### config.mk
export PLATFORM = sky130hd
export DESIGN_NAME = cbd_datapath
export DESIGN_NICKNAME = d
export VERILOG_FILES = /design/src/shared/cbd_pkg.sv /design/src/logic/cbd_cfg_store.sv /design/src/logic/cbd_datapath.sv /design/src/logic/cbd_fifo.sv
export SDC_FILE = /design/constraint.sdc
export NUM_CORES = 1
export LEC_CHECK = 0
export BUFFER_PORTS_ARGS = -buffer_cell sky130_fd_sc_hd__buf_2
export CORE_MARGIN = 3
export CORE_UTILIZATION = 50
export CTS_CLUSTER_DIAMETER = 30
export CTS_CLUSTER_SIZE = 25
export DETAILED_ROUTE_END_ITERATION = 16
export PLACE_DENSITY = 0.71
export SYNTH_ARGS = -nofsm -noshare
export SYNTH_HDL_FRONTEND = slang
export SYNTH_HIERARCHICAL = 1
export SYNTH_SLANG_ARGS = --single-unit
### constraint.sdc
create_clock -name clk -period 7.74 [get_ports clk]
set_input_delay 0.774 -clock clk [delete_from_list [all_inputs] [get_ports clk]]
set_output_delay 0.774 -clock clk [all_outputs]
set_load 0.01 [all_outputs]
### src/shared/cbd_pkg.sv
`default_nettype none
package cbd_pkg;
  localparam int DATA_W = 8;
  localparam int CFG_WORDS = 8;
  localparam int CFG_W = 16;
  localparam int FIFO_DEPTH = 4;
  // configuration word field positions
  localparam int F_OP_LSB = 0;     // 3 bits alu op
  localparam int F_SRCA_LSB = 3;   // 2 bits operand a select
  localparam int F_SRCB_LSB = 5;   // 2 bits operand b select
  localparam int F_SHIFT_LSB = 7;  // 3 bits post stage
  localparam int F_DEST_LSB = 10;  // 2 bits destination
  localparam int F_CIN_LSB = 12;   // 2 bits carry in select
  localparam int F_CRC_BIT = 14;   // crc/prs step enable
  localparam int F_SIN_BIT = 15;   // shift in select
  // alu operations
  localparam logic [2:0] OP_PASS = 3'h0;
  localparam logic [2:0] OP_INC = 3'h1;
  localparam logic [2:0] OP_DEC = 3'h2;
  localparam logic [2:0] OP_ADD = 3'h3;
  localparam logic [2:0] OP_SUB = 3'h4;
  localparam logic [2:0] OP_AND = 3'h5;
  localparam logic [2:0] OP_OR = 3'h6;
  localparam logic [2:0] OP_XOR = 3'h7;
  // post stage
  localparam logic [2:0] SH_NONE = 3'h0;
  localparam logic [2:0] SH_LEFT = 3'h1;
  localparam logic [2:0] SH_RIGHT = 3'h2;
  localparam logic [2:0] SH_SWAP = 3'h3;
  localparam logic [2:0] SH_ORMASK = 3'h4;
  // operand and destination selects
  localparam logic [1:0] SEL_ACC0 = 2'h0;
  localparam logic [1:0] SEL_ACC1 = 2'h1;
  localparam logic [1:0] SEL_DATA0 = 2'h2;
  localparam logic [1:0] SEL_DATA1 = 2'h3;
  localparam logic [1:0] DST_NONE = 2'h0;
  localparam logic [1:0] DST_ACC0 = 2'h1;
  localparam logic [1:0] DST_ACC1 = 2'h2;
  localparam logic [1:0] DST_FIFO = 2'h3;
  // carry in select
  localparam logic [1:0] CIN_ZERO = 2'h0;
  localparam logic [1:0] CIN_ONE = 2'h1;
  localparam logic [1:0] CIN_CHAIN = 2'h2;
  localparam logic [1:0] CIN_REG = 2'h3;
  localparam logic [7:0] RST_BYTE = 8'h00;
  localparam logic [15:0] RST_CFG = 16'h0000;
  localparam logic [2:0] RST_MSB = 3'h7;
endpackage
`default_nettype wire

### src/logic/cbd_cfg_store.sv
`default_nettype none
// eight-entry configuration store, registered read
module cbd_cfg_store #(
  parameter int WORDS = cbd_pkg::CFG_WORDS,
  parameter int WIDTH = cbd_pkg::CFG_W
) (
  // clock and reset
  input wire logic clk,
  input wire logic rstn,
  // load port
  input wire logic wr_en,
  input wire logic [$clog2(WORDS)-1:0] wr_addr,
  input wire logic [WIDTH-1:0] wr_data,
  // read port
  input wire logic [$clog2(WORDS)-1:0] rd_addr,
  output logic [WIDTH-1:0] rd_data
);
  initial begin
    if (WORDS < 2 || WIDTH < 1) $error("cfg store size unsupported");
  end
  typedef struct packed {
    logic [WORDS-1:0][WIDTH-1:0] mem;
    logic [WIDTH-1:0] rd;
  } cbd_cfg_st_t;
  cbd_cfg_st_t s_r, s_nxt;

  // write, and registered read of the contents before that write
  always_comb begin
    s_nxt = s_r;
    if (wr_en) begin
      s_nxt.mem[wr_addr] = wr_data; // [RULE1]
    end
    s_nxt.rd = s_r.mem[rd_addr]; // [RULE2]
  end

  always_ff @(posedge clk or negedge rstn) begin
    if (!rstn) begin
      s_r <= '0;
    end else begin
      s_r <= s_nxt;
    end
  end

  assign rd_data = s_r.rd;
endmodule
`default_nettype wire

### src/logic/cbd_datapath.sv
`default_nettype none
// What this block does
// RULE1: eight configuration words of sixteen bits, each a full operation.
// RULE2: routing inputs pick the configuration word used each cycle.
// RULE3: alu does inc, dec, add, sub, and, or, xor, pass.
// RULE4: pass forwards an operand unchanged to post stage or registers.
// RULE5: separate post stage: shift left, shift right, swap, or mask.
// RULE6: two maskable comparators with selectable register operand pairs.
// RULE7: zero, ones and overflow conditions; selected subset driven out.
// RULE8: programmable msb position for arithmetic and shifts.
// RULE9: one crc or prs step per cycle, programmable polynomial and width.
// RULE10: two four-byte fifos, each input or output buffer.
// RULE11: input mode bus writes fifo; output mode datapath writes fifo.
// RULE12: fifo status selectable as datapath outputs.
// RULE13: carries, shift data and conditions chain to neighbours.
// RULE14: carry and shift out registered, selectable next cycle.
// RULE15: six routing inputs and six routing outputs.
// RULE16: bus-written control register drives routing.
// RULE17: read-only status register shows condition bits 0 to 7, not the selected routing outputs.
// RULE18: status bit may capture a condition until read clears it.
// RULE19: datapath and status/control each have their own clock enable; fifos and config store run without one.
// RULE20: two accumulators, two data registers, two fifos for bus access.
// RULE21: eight-bit alu completes one operation per cycle.
// RULE22: fifo empty and full follow each push or pop from the next clock edge.
module cbd_datapath #(
  parameter int W = cbd_pkg::DATA_W
) (
  // clock and reset
  input wire logic clk,
  input wire logic rstn,
  // sub-block enables
  input wire logic dp_en,
  input wire logic sc_en,
  // routing inputs: [2:0] config address, [3] shift in, [4] unused,
  // [5] fifo load strobe
  input wire logic [5:0] route_in,
  // routing outputs
  output logic [5:0] route_out,
  output logic [3:0] out_sel0,
  // output selects, four bits per routing output
  input wire logic [23:0] out_sel,
  // configuration store load
  input wire logic cfg_wr,
  input wire logic [2:0] cfg_addr,
  input wire logic [15:0] cfg_data,
  // static settings
  input wire logic [2:0] msb_pos,
  input wire logic [W-1:0] poly,
  input wire logic [W-1:0] out_mask,
  input wire logic [W-1:0] cmp_mask0,
  input wire logic [W-1:0] cmp_mask1,
  input wire logic cmp_sel0,
  input wire logic cmp_sel1,
  input wire logic fifo_zero_out,
  input wire logic fifo_one_out,
  // working register bus access
  input wire logic wr_en,
  input wire logic [2:0] wr_sel,
  input wire logic [W-1:0] wr_data,
  input wire logic rd_fifo_zero,
  input wire logic rd_fifo_one,
  output logic [W-1:0] accumulator_zero,
  output logic [W-1:0] accumulator_one,
  output logic [W-1:0] data_reg_zero,
  output logic [W-1:0] data_reg_one,
  output logic [W-1:0] fifo_zero_rd,
  output logic [W-1:0] fifo_one_rd,
  // fifo status
  output logic [3:0] fifo_flags,
  // chaining
  input wire logic chain_cin,
  input wire logic chain_sin,
  input wire logic chain_cond_in,
  output logic chain_cout,
  output logic chain_sout,
  output logic chain_cond_out,
  // status and control
  input wire logic [7:0] ctl_wdata,
  input wire logic ctl_wr,
  output logic [7:0] ctl_out,
  input wire logic [7:0] stat_sticky,
  input wire logic stat_rd,
  output logic [7:0] stat_rdata
);
  initial begin
    if (W != 8) $error("datapath width must be eight");
  end
  typedef struct packed {
    logic [W-1:0] acc0, acc1, dat0, dat1;
    logic carry;
    logic sout;
    logic [7:0] ctl;
    logic [7:0] held;
    logic [7:0] srd;
  } cbd_dp_st_t;
  cbd_dp_st_t s_r, s_nxt;

  logic [15:0] cfg;
  logic [W-1:0] fz_out, fo_out;
  logic fz_empty, fz_full, fo_empty, fo_full;
  logic [W-1:0] opa, opb, alu, post, res, msb_mask;
  logic cin, cout, sin, ovf, zero_d, ones_d, cmp0, cmp1, crc_fb;
  logic [W:0] sum;
  logic [15:0] conds;
  logic fz_push, fz_pop, fo_push, fo_pop;

  ////////////////////////////////////////////////////////////////////
  // helpers
  function automatic logic [W-1:0] pick(input logic [1:0] sel,
                                        input cbd_dp_st_t s);
    case (sel)
      cbd_pkg::SEL_ACC0: pick = s.acc0;
      cbd_pkg::SEL_ACC1: pick = s.acc1;
      cbd_pkg::SEL_DATA0: pick = s.dat0;
      default: pick = s.dat1;
    endcase
  endfunction

  function automatic logic [3:0] sel4(input logic [23:0] v, input int i);
    sel4 = v[i*4 +: 4];
  endfunction

  ////////////////////////////////////////////////////////////////////
  // configuration store, address from routing
  cbd_cfg_store u_cfg (
    .clk(clk),
    .rstn(rstn),
    .wr_en(cfg_wr),
    .wr_addr(cfg_addr),
    .wr_data(cfg_data),
    .rd_addr(route_in[2:0]), // [RULE2] [RULE15]
    .rd_data(cfg)
  );

  // fifo direction: input mode bus pushes, output mode datapath pushes
  always_comb begin
    fz_push = fifo_zero_out ? (dp_en && cfg[11:10] == cbd_pkg::DST_FIFO)
                            : (wr_en && wr_sel == 3'h4); // [RULE11]
    fz_pop = fifo_zero_out ? rd_fifo_zero : (dp_en && route_in[5]);
    fo_push = fifo_one_out ? (dp_en && cfg[11:10] == cbd_pkg::DST_FIFO)
                           : (wr_en && wr_sel == 3'h5); // [RULE11]
    fo_pop = fifo_one_out ? rd_fifo_one : (dp_en && route_in[5]);
  end

  cbd_fifo u_fifo_zero (
    .clk(clk),
    .rstn(rstn),
    .push(fz_push), // [RULE10]
    .push_data(fifo_zero_out ? res : wr_data),
    .pop(fz_pop),
    .pop_data(fz_out),
    .empty(fz_empty),
    .full(fz_full)
  );

  cbd_fifo u_fifo_one (
    .clk(clk),
    .rstn(rstn),
    .push(fo_push), // [RULE10]
    .push_data(fifo_one_out ? res : wr_data),
    .pop(fo_pop),
    .pop_data(fo_out),
    .empty(fo_empty),
    .full(fo_full)
  );

  ////////////////////////////////////////////////////////////////////
  // alu, post stage, msb, crc
  always_comb begin
    msb_mask = W'((9'h002 << msb_pos) - 9'h001); // [RULE8]
    // operands cut at the msb so carry and borrow leave from there
    opa = pick(cfg[4:3], s_r) & msb_mask; // [RULE8]
    opb = pick(cfg[6:5], s_r) & msb_mask;
    case (cfg[13:12])
      cbd_pkg::CIN_ZERO: cin = 1'b0;
      cbd_pkg::CIN_ONE: cin = 1'b1;
      cbd_pkg::CIN_CHAIN: cin = chain_cin; // [RULE13]
      default: cin = s_r.carry; // [RULE14]
    endcase
    sum = '0;
    case (cfg[2:0]) // [RULE3] [RULE21]
      cbd_pkg::OP_INC: sum = {1'b0, opa} + 9'h001;
      cbd_pkg::OP_DEC: sum = {1'b0, opa} - 9'h001;
      cbd_pkg::OP_ADD: sum = {1'b0, opa} + {1'b0, opb} + {8'h00, cin};
      cbd_pkg::OP_SUB: sum = {1'b0, opa} - {1'b0, opb} - {8'h00, cin};
      cbd_pkg::OP_AND: sum = {1'b0, opa & opb};
      cbd_pkg::OP_OR: sum = {1'b0, opa | opb};
      cbd_pkg::OP_XOR: sum = {1'b0, opa ^ opb};
      default: sum = {1'b0, opa}; // [RULE4]
    endcase
    alu = sum[W-1:0] & msb_mask;
    cout = (msb_pos == 3'h7) ? sum[W] : sum[msb_pos + 3'h1]; // [RULE8]
    ovf = (opa[msb_pos] == opb[msb_pos]) && (alu[msb_pos] != opa[msb_pos])
          && (cfg[2:0] == cbd_pkg::OP_ADD);
    sin = cfg[15] ? chain_sin : route_in[3]; // [RULE13] [RULE15]
    crc_fb = alu[msb_pos] ^ sin;
    case (cfg[9:7]) // [RULE5]
      cbd_pkg::SH_LEFT: post = {alu[W-2:0], sin};
      cbd_pkg::SH_RIGHT: post = alu >> 1 | (W'(sin) << msb_pos);
      cbd_pkg::SH_SWAP: post = {alu[3:0], alu[7:4]};
      cbd_pkg::SH_ORMASK: post = alu | out_mask;
      default: post = alu;
    endcase
    if (cfg[14]) begin
      post = {alu[W-2:0], 1'b0} ^ (crc_fb ? poly : '0); // [RULE9]
    end
    res = post & msb_mask;
    zero_d = (res == '0); // [RULE7]
    ones_d = (res == msb_mask);
    cmp0 = ((s_r.acc0 ^ (cmp_sel0 ? s_r.dat1 : s_r.dat0))
            & cmp_mask0) == '0; // [RULE6]
    cmp1 = ((s_r.acc1 ^ (cmp_sel1 ? s_r.acc0 : s_r.dat1))
            & cmp_mask1) == '0; // [RULE6]
  end

  // condition vector feeding output selects
  assign conds = {s_r.ctl[3:0], chain_cond_in, s_r.sout, s_r.carry, ovf,
                  fo_full, fo_empty, fz_full, fz_empty, ones_d, zero_d,
                  cmp1, cmp0};

  always_comb begin
    for (int i = 0; i < 6; i++) begin
      route_out[i] = conds[sel4(out_sel, i)]; // [RULE7] [RULE12] [RULE15]
    end
  end

  ////////////////////////////////////////////////////////////////////
  // working registers and status/control
  always_comb begin
    s_nxt = s_r;
    if (dp_en) begin // [RULE19]
      s_nxt.carry = cout; // [RULE14]
      s_nxt.sout = cfg[9:7] == cbd_pkg::SH_RIGHT ? alu[0] : alu[msb_pos];
      case (cfg[11:10])
        cbd_pkg::DST_ACC0: s_nxt.acc0 = res;
        cbd_pkg::DST_ACC1: s_nxt.acc1 = res;
        default: s_nxt.acc0 = s_r.acc0;
      endcase
      if (!fifo_zero_out && route_in[5] && !fz_empty) begin
        s_nxt.dat0 = fz_out; // [RULE11]
      end
      if (!fifo_one_out && route_in[5] && !fo_empty) begin
        s_nxt.dat1 = fo_out;
      end
    end
    if (wr_en) begin // [RULE20]
      case (wr_sel)
        3'h0: s_nxt.acc0 = wr_data;
        3'h1: s_nxt.acc1 = wr_data;
        3'h2: s_nxt.dat0 = wr_data;
        3'h3: s_nxt.dat1 = wr_data;
        default: s_nxt.dat1 = s_nxt.dat1;
      endcase
    end
    if (sc_en) begin // [RULE19]
      if (ctl_wr) begin
        s_nxt.ctl = ctl_wdata; // [RULE16]
      end
      for (int i = 0; i < 8; i++) begin
        // set wins over the read clear
        if (stat_sticky[i]) begin
          s_nxt.held[i] = conds[i] | (stat_rd ? 1'b0 : s_r.held[i]);
        end else begin
          s_nxt.held[i] = conds[i]; // [RULE17]
        end
      end
      if (stat_rd) begin
        s_nxt.srd = s_r.held; // [RULE18]
      end
    end
  end

  always_ff @(posedge clk or negedge rstn) begin
    if (!rstn) begin
      s_r <= '0;
    end else begin
      s_r <= s_nxt;
    end
  end

  // outputs
  assign accumulator_zero = s_r.acc0;
  assign accumulator_one = s_r.acc1;
  assign data_reg_zero = s_r.dat0;
  assign data_reg_one = s_r.dat1;
  assign fifo_zero_rd = fz_out;
  assign fifo_one_rd = fo_out;
  assign fifo_flags = {fo_full, fo_empty, fz_full, fz_empty}; // [RULE12]
  assign chain_cout = s_r.carry; // [RULE13]
  assign chain_sout = s_r.sout;
  assign chain_cond_out = cmp0;
  assign ctl_out = s_r.ctl; // [RULE16]
  assign stat_rdata = s_r.srd;
  assign out_sel0 = sel4(out_sel, 0);

  ////////////////////////////////////////////////////////////////////
  carry_reg_a: assert property (@(posedge clk) disable iff (!rstn) // [RULE14]
    dp_en |=> chain_cout == $past(cout))
    else $error("carry not registered");
  hold_until_read_a: assert property ( // [RULE18]
    @(posedge clk) disable iff (!rstn)
    sc_en && stat_sticky[0] && conds[0] ##1 sc_en && stat_sticky[0]
    && !stat_rd |=> s_r.held[0])
    else $error("held status lost before read");
  ctl_write_a: assert property (@(posedge clk) disable iff (!rstn) // [RULE16]
    sc_en && ctl_wr |=> ctl_out == $past(ctl_wdata))
    else $error("control write lost");
  acc_write_a: assert property (@(posedge clk) disable iff (!rstn) // [RULE20]
    wr_en && wr_sel == 3'h1 |=> accumulator_one == $past(wr_data))
    else $error("accumulator write lost");
  dp_hold_a: assert property (@(posedge clk) disable iff (!rstn) // [RULE19]
    !dp_en && !wr_en |=> $stable(accumulator_zero))
    else $error("datapath ran while disabled");
  zero_out_a: assert property (@(posedge clk) disable iff (!rstn) // [RULE7]
    out_sel[3:0] == 4'h2 |-> route_out[0] == (res == '0))
    else $error("zero condition not routed");
  flags_a: assert property (@(posedge clk) disable iff (!rstn) // [RULE22]
    fz_push && !fz_full |=> !fifo_flags[0])
    else $error("fifo stayed empty after push");
  sum_add_a: assert property (@(posedge clk) disable iff (!rstn) // [RULE3]
    dp_en && cfg[2:0] == cbd_pkg::OP_ADD && cfg[11:10] == cbd_pkg::DST_ACC1
    && cfg[9:7] == cbd_pkg::SH_NONE && !cfg[14] && !wr_en
    |=> accumulator_one == ($past(opa + opb + W'(cin)) & $past(msb_mask)))
    else $error("add result wrong");
endmodule
`default_nettype wire

### src/logic/cbd_fifo.sv
`default_nettype none
// four-byte fifo, status decoded from the registered count
module cbd_fifo #(
  parameter int WIDTH = cbd_pkg::DATA_W,
  parameter int DEPTH = cbd_pkg::FIFO_DEPTH
) (
  // clock and reset
  input wire logic clk,
  input wire logic rstn,
  // push side
  input wire logic push,
  input wire logic [WIDTH-1:0] push_data,
  // pop side
  input wire logic pop,
  output logic [WIDTH-1:0] pop_data,
  // status
  output logic empty,
  output logic full
);
  localparam int AW = $clog2(DEPTH);
  initial begin
    if (DEPTH < 2 || (1 << AW) != DEPTH) $error("fifo depth unsupported");
  end
  typedef struct packed {
    logic [DEPTH-1:0][WIDTH-1:0] mem;
    logic [AW-1:0] wp;
    logic [AW-1:0] rp;
    logic [AW:0] cnt;
  } cbd_fifo_st_t;
  cbd_fifo_st_t s_r, s_nxt;
  logic do_push, do_pop;

  assign do_push = push && !full;
  assign do_pop = pop && !empty;

  // pointer and count update
  always_comb begin
    s_nxt = s_r;
    if (do_push) begin
      s_nxt.mem[s_r.wp] = push_data;
      s_nxt.wp = s_r.wp + 1'b1;
    end
    if (do_pop) begin
      s_nxt.rp = s_r.rp + 1'b1;
    end
    s_nxt.cnt = s_r.cnt + {{AW{1'b0}}, do_push} - {{AW{1'b0}}, do_pop};
  end

  always_ff @(posedge clk or negedge rstn) begin
    if (!rstn) begin
      s_r <= '0;
    end else begin
      s_r <= s_nxt;
    end
  end

  assign pop_data = s_r.mem[s_r.rp]; // head word, flip-flop held
  assign empty = (s_r.cnt == '0); // [RULE22]
  assign full = (s_r.cnt == DEPTH[AW:0]); // [RULE22]

  fifo_count_a: assert property (@(posedge clk) disable iff (!rstn) // [RULE22]
    do_push && !do_pop |=> s_r.cnt == $past(s_r.cnt) + 1'b1)
    else $error("fifo count did not rise on push");
endmodule
`default_nettype wire

======== After elaboration in Yosys (flattened, before gate mapping) ========
Cells that the tools add are included.
word-level totals
  bits in registers ....................... 280
  logic and storage cells ................. 234
operators by class
  add/sub/neg operators ................... 16
  $lt $le $gt $ge ......................... 17
  eq/ne operators ......................... 31
  shift operators ......................... 2
  multiplexer cells ....................... 79
  bitwise gates (word level) .............. 23
  reductions and logical operators ........ 34
operator list
  cell                                                         number
  2-to-1 mux 8 bit                                             18
  bitwise mux 128 bit                                          1
  bitwise mux 32 bit                                           2
  case mux 9 bit (7 select lines)                              1
  bitwise AND 8 bit                                            7
  binary-select mux 16 bit (select 3 bit)                      1
  demux 16 bit (select 3 bit)                                  1
  case mux 8 bit (3 select lines)                              2
  2-to-1 mux 34 bit                                            1
  2-to-1 mux 1 bit                                             33
  binary-select mux 8 bit (select 2 bit)                       2
  demux 8 bit (select 2 bit)                                   2
  2-to-1 mux 16 bit                                            2
  2-to-1 mux 32 bit                                            1
  case mux 8 bit (4 select lines)                              1
  XOR 8 bit                                                    4
  equality test 3 bit (second input constant)                  10
  less-than comparator 4 x 5 -> 1 bit (second input constant)  6
  binary-select mux 1 bit (select 4 bit)                       6
  zero test 8 bit                                              3
  equality test 3 x 2 -> 1 bit (second input constant)         6
  logical AND 1 bit                                            17
  bitwise OR 8 bit                                             2
  binary-select mux 1 bit (select 3 bit)                       4
  other kinds (32)                                             69

======== Longest topological paths before layout ========
  word-level depth ........................ 18
  gate-level depth with buffers ........... 27

======== By module ========
Netlist, hierarchy kept.
modules (own cells, without submodules)
  module         instances  cells each  area each (sq um)
  cbd_datapath   1          1081        8994.9
  cbd_cfg_store  1          368         6453.7
  cbd_fifo       2          113         1941.9

======== Worst setup path before layout ========
No wires, ideal clock.
  kind .................................... input -> output
  start ................................... in msb_pos[0]
  end ..................................... out route_out[0]
  arrival time ............................ 6888 ps
  data required time ...................... 6966 ps
  setup slack ............................. 78 ps
  stages on the path ...................... 26
  path buffers ............................ 2
  cells stage by stage .................... clkinv_1 > ha_1 > and2b_2 > inv_2 > ha_1 > nor2b_1 > xor2_1 > a22oi_1 > nor2b_1 > ha_1 > inv_1 > ha_1 > buf_4 > nor2b_1 > a211oi_1 > o22ai_1 > or4_4 > o31a_1 > a21oi_2 > a2111o_1 > o211ai_4 > and3_4 > o311a_4 > or4_1 > buf_2 > o221ai_1
between the ends
  word-level cells in the longest chain between the ends .. 17
RTL lines
  item                                                                      line                                      text
  from (decl)                                                               cbd_datapath.sv:47                        input wire logic [2:0] msb_pos,
  left shift 2 x 3 -> 8 bit                                                 cbd_datapath.sv:170                       msb_mask = W'((9'h002 << msb_pos) - 9'h001);
  subtractor 8 x 1 -> 8 bit                                                 cbd_datapath.sv:170
  bitwise AND 8 bit, on equally long branches                               cbd_datapath.sv:172, cbd_datapath.sv:173
  subtractor 8 x 8 -> 9 bit / adder 8 x 8 -> 9 bit (equally long branches)  cbd_datapath.sv:185, cbd_datapath.sv:184
  subtractor 9 x 1 -> 9 bit / adder 9 x 1 -> 9 bit (equally long branches)  cbd_datapath.sv:185, cbd_datapath.sv:184
  case mux 9 bit (7 select lines)                                           cbd_datapath.sv:181                       case (cfg[2:0])
  bitwise AND 8 bit                                                         cbd_datapath.sv:191                       alu = sum[W-1:0] & msb_mask;
  binary-select mux 1 bit (select 3 bit)                                    cbd_datapath.sv:193, cbd_datapath.sv:196
  2-to-1 mux 1 bit (implied by the code)                                    cbd_datapath.sv:193, cbd_datapath.sv:196
  XOR 1 bit                                                                 cbd_datapath.sv:196                       crc_fb = alu[msb_pos] ^ sin;
  2-to-1 mux 8 bit                                                          cbd_datapath.sv:205                       post = {alu[W-2:0], 1'b0} ^ (crc_fb ? poly : '0);
  XOR 8 bit                                                                 cbd_datapath.sv:205
  2-to-1 mux 8 bit                                                          cbd_datapath.sv:204                       if (cfg[14]) begin
  bitwise AND 8 bit                                                         cbd_datapath.sv:207                       res = post & msb_mask;
  equality test 8 bit / zero test 8 bit (equally long branches)             cbd_datapath.sv:209, cbd_datapath.sv:208
  binary-select mux 1 bit (select 4 bit) *                                  cbd_datapath.sv:223                       route_out[i] = conds[sel4(out_sel, i)];
  2-to-1 mux 1 bit (implied by the code) *                                  cbd_datapath.sv:223
  to (decl)                                                                 cbd_datapath.sv:38                        output logic [5:0] route_out,
Every way passes the cells marked *; elsewhere a longest branch is shown, timed or not. The select of a mux whose other input is x is not followed.

======== Final worst setup path ========
  start ................................... in msb_pos[0]
  end ..................................... out route_out[3]
Same word-level chain as after synthesis.

==> metrics.cfg <==
[timing]
period_share_pct = 96.4
rsz0062_at_grt = no
tightest_slew_ns = 1.04
hold_ws_ns = 0.232
relSlewSlack_pct = 30.8
hold_violations = 0
fmax_ghz = 0.134
finalCriticalPeriod_ns = 7.46
final-max-slew-violation-count = 0
worst_slack_ns = 0.281
clock_skew_ns = 0.0291
setup_viol = 0

[setup_path]
r2r_start = u_cfg/rd_data[5]
crit_arrival_ns = 6.68
required_ns = 6.97
path_delay_family = simple AND/OR/NAND/NOR gates
ff2ff_setup_slack_ns = 1.40
path_buf_inv = 5
crit_type = input pin to output pin
cpPeakStageDelay_ns = 0.61
reg2reg_depth = 21
crit_slowest_cell = or4_4
start_kind = input pin
cp.depth = 26
cp-end-kind = output pin
critPathMaxFanout = 9
r2r_end = u_fifo_one/s_r[38]

[synthesis]
ys_seq_area_share_pct = 36.2
synthesis.nets = 1863
synthDistinctLibCells = 110
synth_async_sr_flop_share_pct = 100
ys_warn_count = 6
synth_top_area_share_pct = 36.2
synth-seq-cells = 280
yosys.area.top_type = dfrtp_1
synth_edf_count = 0
avgSynthCellArea_sq_um = 11.5
synth_cells = 1675
netlist_area_sq_mm = 0.0193
synth_ff_type = dfrtp_1
synth_area_leaders = dfrtp_1 (36%), mux2_2 (11%), mux4_2 (5.4%), mux2_4 (5.0%), mux4_1 (4.8%)

[clock_network]
cts_root_buf = clkbuf_16
post_cts_buffers = 0
cts_hold_buf = 0
cts.sink_count = 280
clkTransAtPathRegs_ns = 0.05
clockBufferDepth = 3
cts_tree = built
htreeDepth = 2
numCtsBuffers = 53
insertion_delay_ns = 0.58

[route]
post-route-drc-count = 0
vias_per_cell = 6.23
drtIter0Drc = 1447
wl_per_cell_um = 23.9
ant_nets = 0
firstDrtPassIters = 7
vias = 14800
wirelength_um = 56600

[cells_and_area]
seq_area_sq_mm = 0.00701
drive_gt1_share_pct = 37.8
finalNetCount = 1999
nFillCells = 3109
multi_input_area_sq_mm = 0.0109
stdcell_count = 2369
synthToLayoutAreaGrowth_pct = 14.1

[floorplan]
die_h_um = 203
core_sq_mm = 0.0378
rows = 71
dieWidth_um = 203
ioPinCount = 209
die_area_sq_mm = 0.0411
start_util_pct = 51.1

[power_and_ir_drop]
intPower_uw = 5340
irDropWorstVdd_mv = 0.233
p_seq_share_pct = 27.1
power_leakage_uw = 0.00991
clkPwrFrac_pct = 25.4
p_sw_share_pct = 40.9
power_density_mw_per_mm2 = 409
combPwrFrac_pct = 47.5
p_sw_uw = 3700

[worst_hold_path]
min_path_type = input pin to async pin

[placed_design]
pre_cts_ws_ns = -0.0723
place_congestion = 0.966
hpwl_um = 40100
dpl.cell_count = 2267
port-buffer-count = 207

[global_route]
overflow = 0
grt_usage_pct = 27.1
grt_pass1_vias = 15100
grt_max_degree = 186
antenna_found_initial = 3
grt_pass1_wl_um = 87900

[run_status]
status = finished, final reports clean

[run]
cap_violations = 0

## cells by family (layout without fill, tap and decap cells)
group | Yosys count | after routing | share of synthesized area (%)
fa+ha+maj | 60 | 60 | 4.08
compound gates | 301 | 301 | 11.1
other cells | 0 | 2 | 0
flops | 280 | 280 | 36.2
simple gates | 353 | 353 | 10.0
mux | 397 | 397 | 29.4
buf+inv | 246 | 427 | 7.49
xor+xnor | 38 | 38 | 1.72
## worst reg2reg max path, cell delays in order (launching register included)
cell      delay (ns)
dfrtp_1         0.32
buf_4           0.20
mux4_2          0.63
inv_1           0.15
xnor2_1         0.13
ha_1            0.16
or2_2           0.12
inv_1           0.05
fa_1            0.49
inv_1           0.04
mux4_2          0.44
mux2i_1         0.47
or2_0           0.48
a221oi_1        0.17
o21a_1          0.20
or2_1           0.29
o211a_1         0.33
or3_1           0.34
a311o_1         0.46
buf_4           0.23
mux2i_1         0.35
mux2_4          0.23
## power by group through the flow
stage               Sequential [uW]  Clock [uW]  Combinational (uW)
finish                         2450        2290                4290
global route                   2500        2390                4620
CTS                            2430        2330                4220
detailed placement             2440           0                4180
global placement               2410           0                4110
floorplan                      2170           0                3250
## synthesized netlist by cell type (5+ instances only)
library cell	number
ha_1	55
a21oi_1	59
mux4_1	35
nor3_1	29
nor2b_1	19
buf_4	81
dfrtp_1	280
nand3b_1	15
mux2_2	187
a221oi_1	11
nand3_1	21
nor2_1	65
a31oi_1	11
or4_1	5
nand2_1	98
buf_6	22
inv_1	68
o21ai_0	64
nand2b_1	17
and2_1	10
buf_1	5
buf_2	16
or3_1	7
o211ai_1	23
o21a_1	6
o31ai_1	15
nand4_1	10
mux2i_1	64
fa_1	5
o22ai_1	5
a21o_1	6
a22oi_1	12
or2_2	5
nand4b_1	8
clkbuf_1	41
a211oi_1	11
mux2_4	64
xnor2_1	30
and3_4	9
o221ai_1	11
mux4_2	46
xor2_1	8
## layout make-up
class / instances / share of cell area (%)
Multi-Input combinational cell: 1149 / 49.6
Clock buffer: 60 / 6.22
Antenna cell: 2 / 0.0227
Clock inverter: 40 / 1.93
Tap cell: 511 / 2.90
Timing Repair Buffer: 253 / 6.36
Inverter: 74 / 1.26
Sequential cell: 280 / 31.8
## state kept, by name (all words and copies together), names as in the netlist
register and cells:
u_cfg/s_r 128, u_fifo_one/s_r 39, u_fifo_zero/s_r 39, u_cfg/rd_data 16
accumulator_one 8, accumulator_zero 8, ctl_out 8, data_reg_one 8
data_reg_zero 8, s_r 8, stat_rdata 8, chain_cout 1
chain_sout 1
## worst max-delay path by stage
stage	from	end	slack, ns
after global routing	msb_pos[0]	route_out[4]	0.01
after floorplan	msb_pos[0]	route_out[0]	0.08
after detailed placement	msb_pos[0]	route_out[0]	-0.07
after CTS	msb_pos[0]	route_out[0]	0.06
after global placement	msb_pos[0]	route_out[0]	0.008
final	msb_pos[0]	route_out[3]	0.28
## per-stage QoR
stage	utilization, %	cell area [sq um]	setup TNS [ns]	power [uW]
after floorplan	-	19300	0	5420
after global placement	53.5	20200	0	6520
after detailed placement	53.5	20200	-0.171	6620
after CTS	58.2	22000	0	8970
after global routing	58.3	22100	0	9520
final	58.3	22100	0	9030
## metal layers
| layer | wire length (um) | share of wire, % | track usage (%) | vias to the layer above |
|---|---|---|---|---|
| met3 | 4570 | 8.1 | 6.27 | 127 |
| met4 | 1580 | 2.8 | 9.28 | 4 |
| met2 | 26700 | 47 | 43.4 | 687 |
| met1 | 23700 | 42 | 36.5 | 7451 |
| li1 | - | - | - | 6484 |
| met5 | 34 | 0.060 | 0 | - |
## timing repair
item / in CTS / in global routing
resized for setup: 1 / 6
pin swaps: 0 / 1
setup endpoints to repair: 6 / 6
## cell usage in the layout (no fill, tap or decap), types with 53 or more instances in the layout
master and n:
nor2_1 65, dfrtp_1 280, o21ai_0 64, nand2_1 98, mux2_4 64, mux2_2 187, mux2i_1 64, clkbuf_16 53
inv_1 68, a21oi_1 59, buf_2 206
No activity file was read; power rests on OpenSTA's default activity.
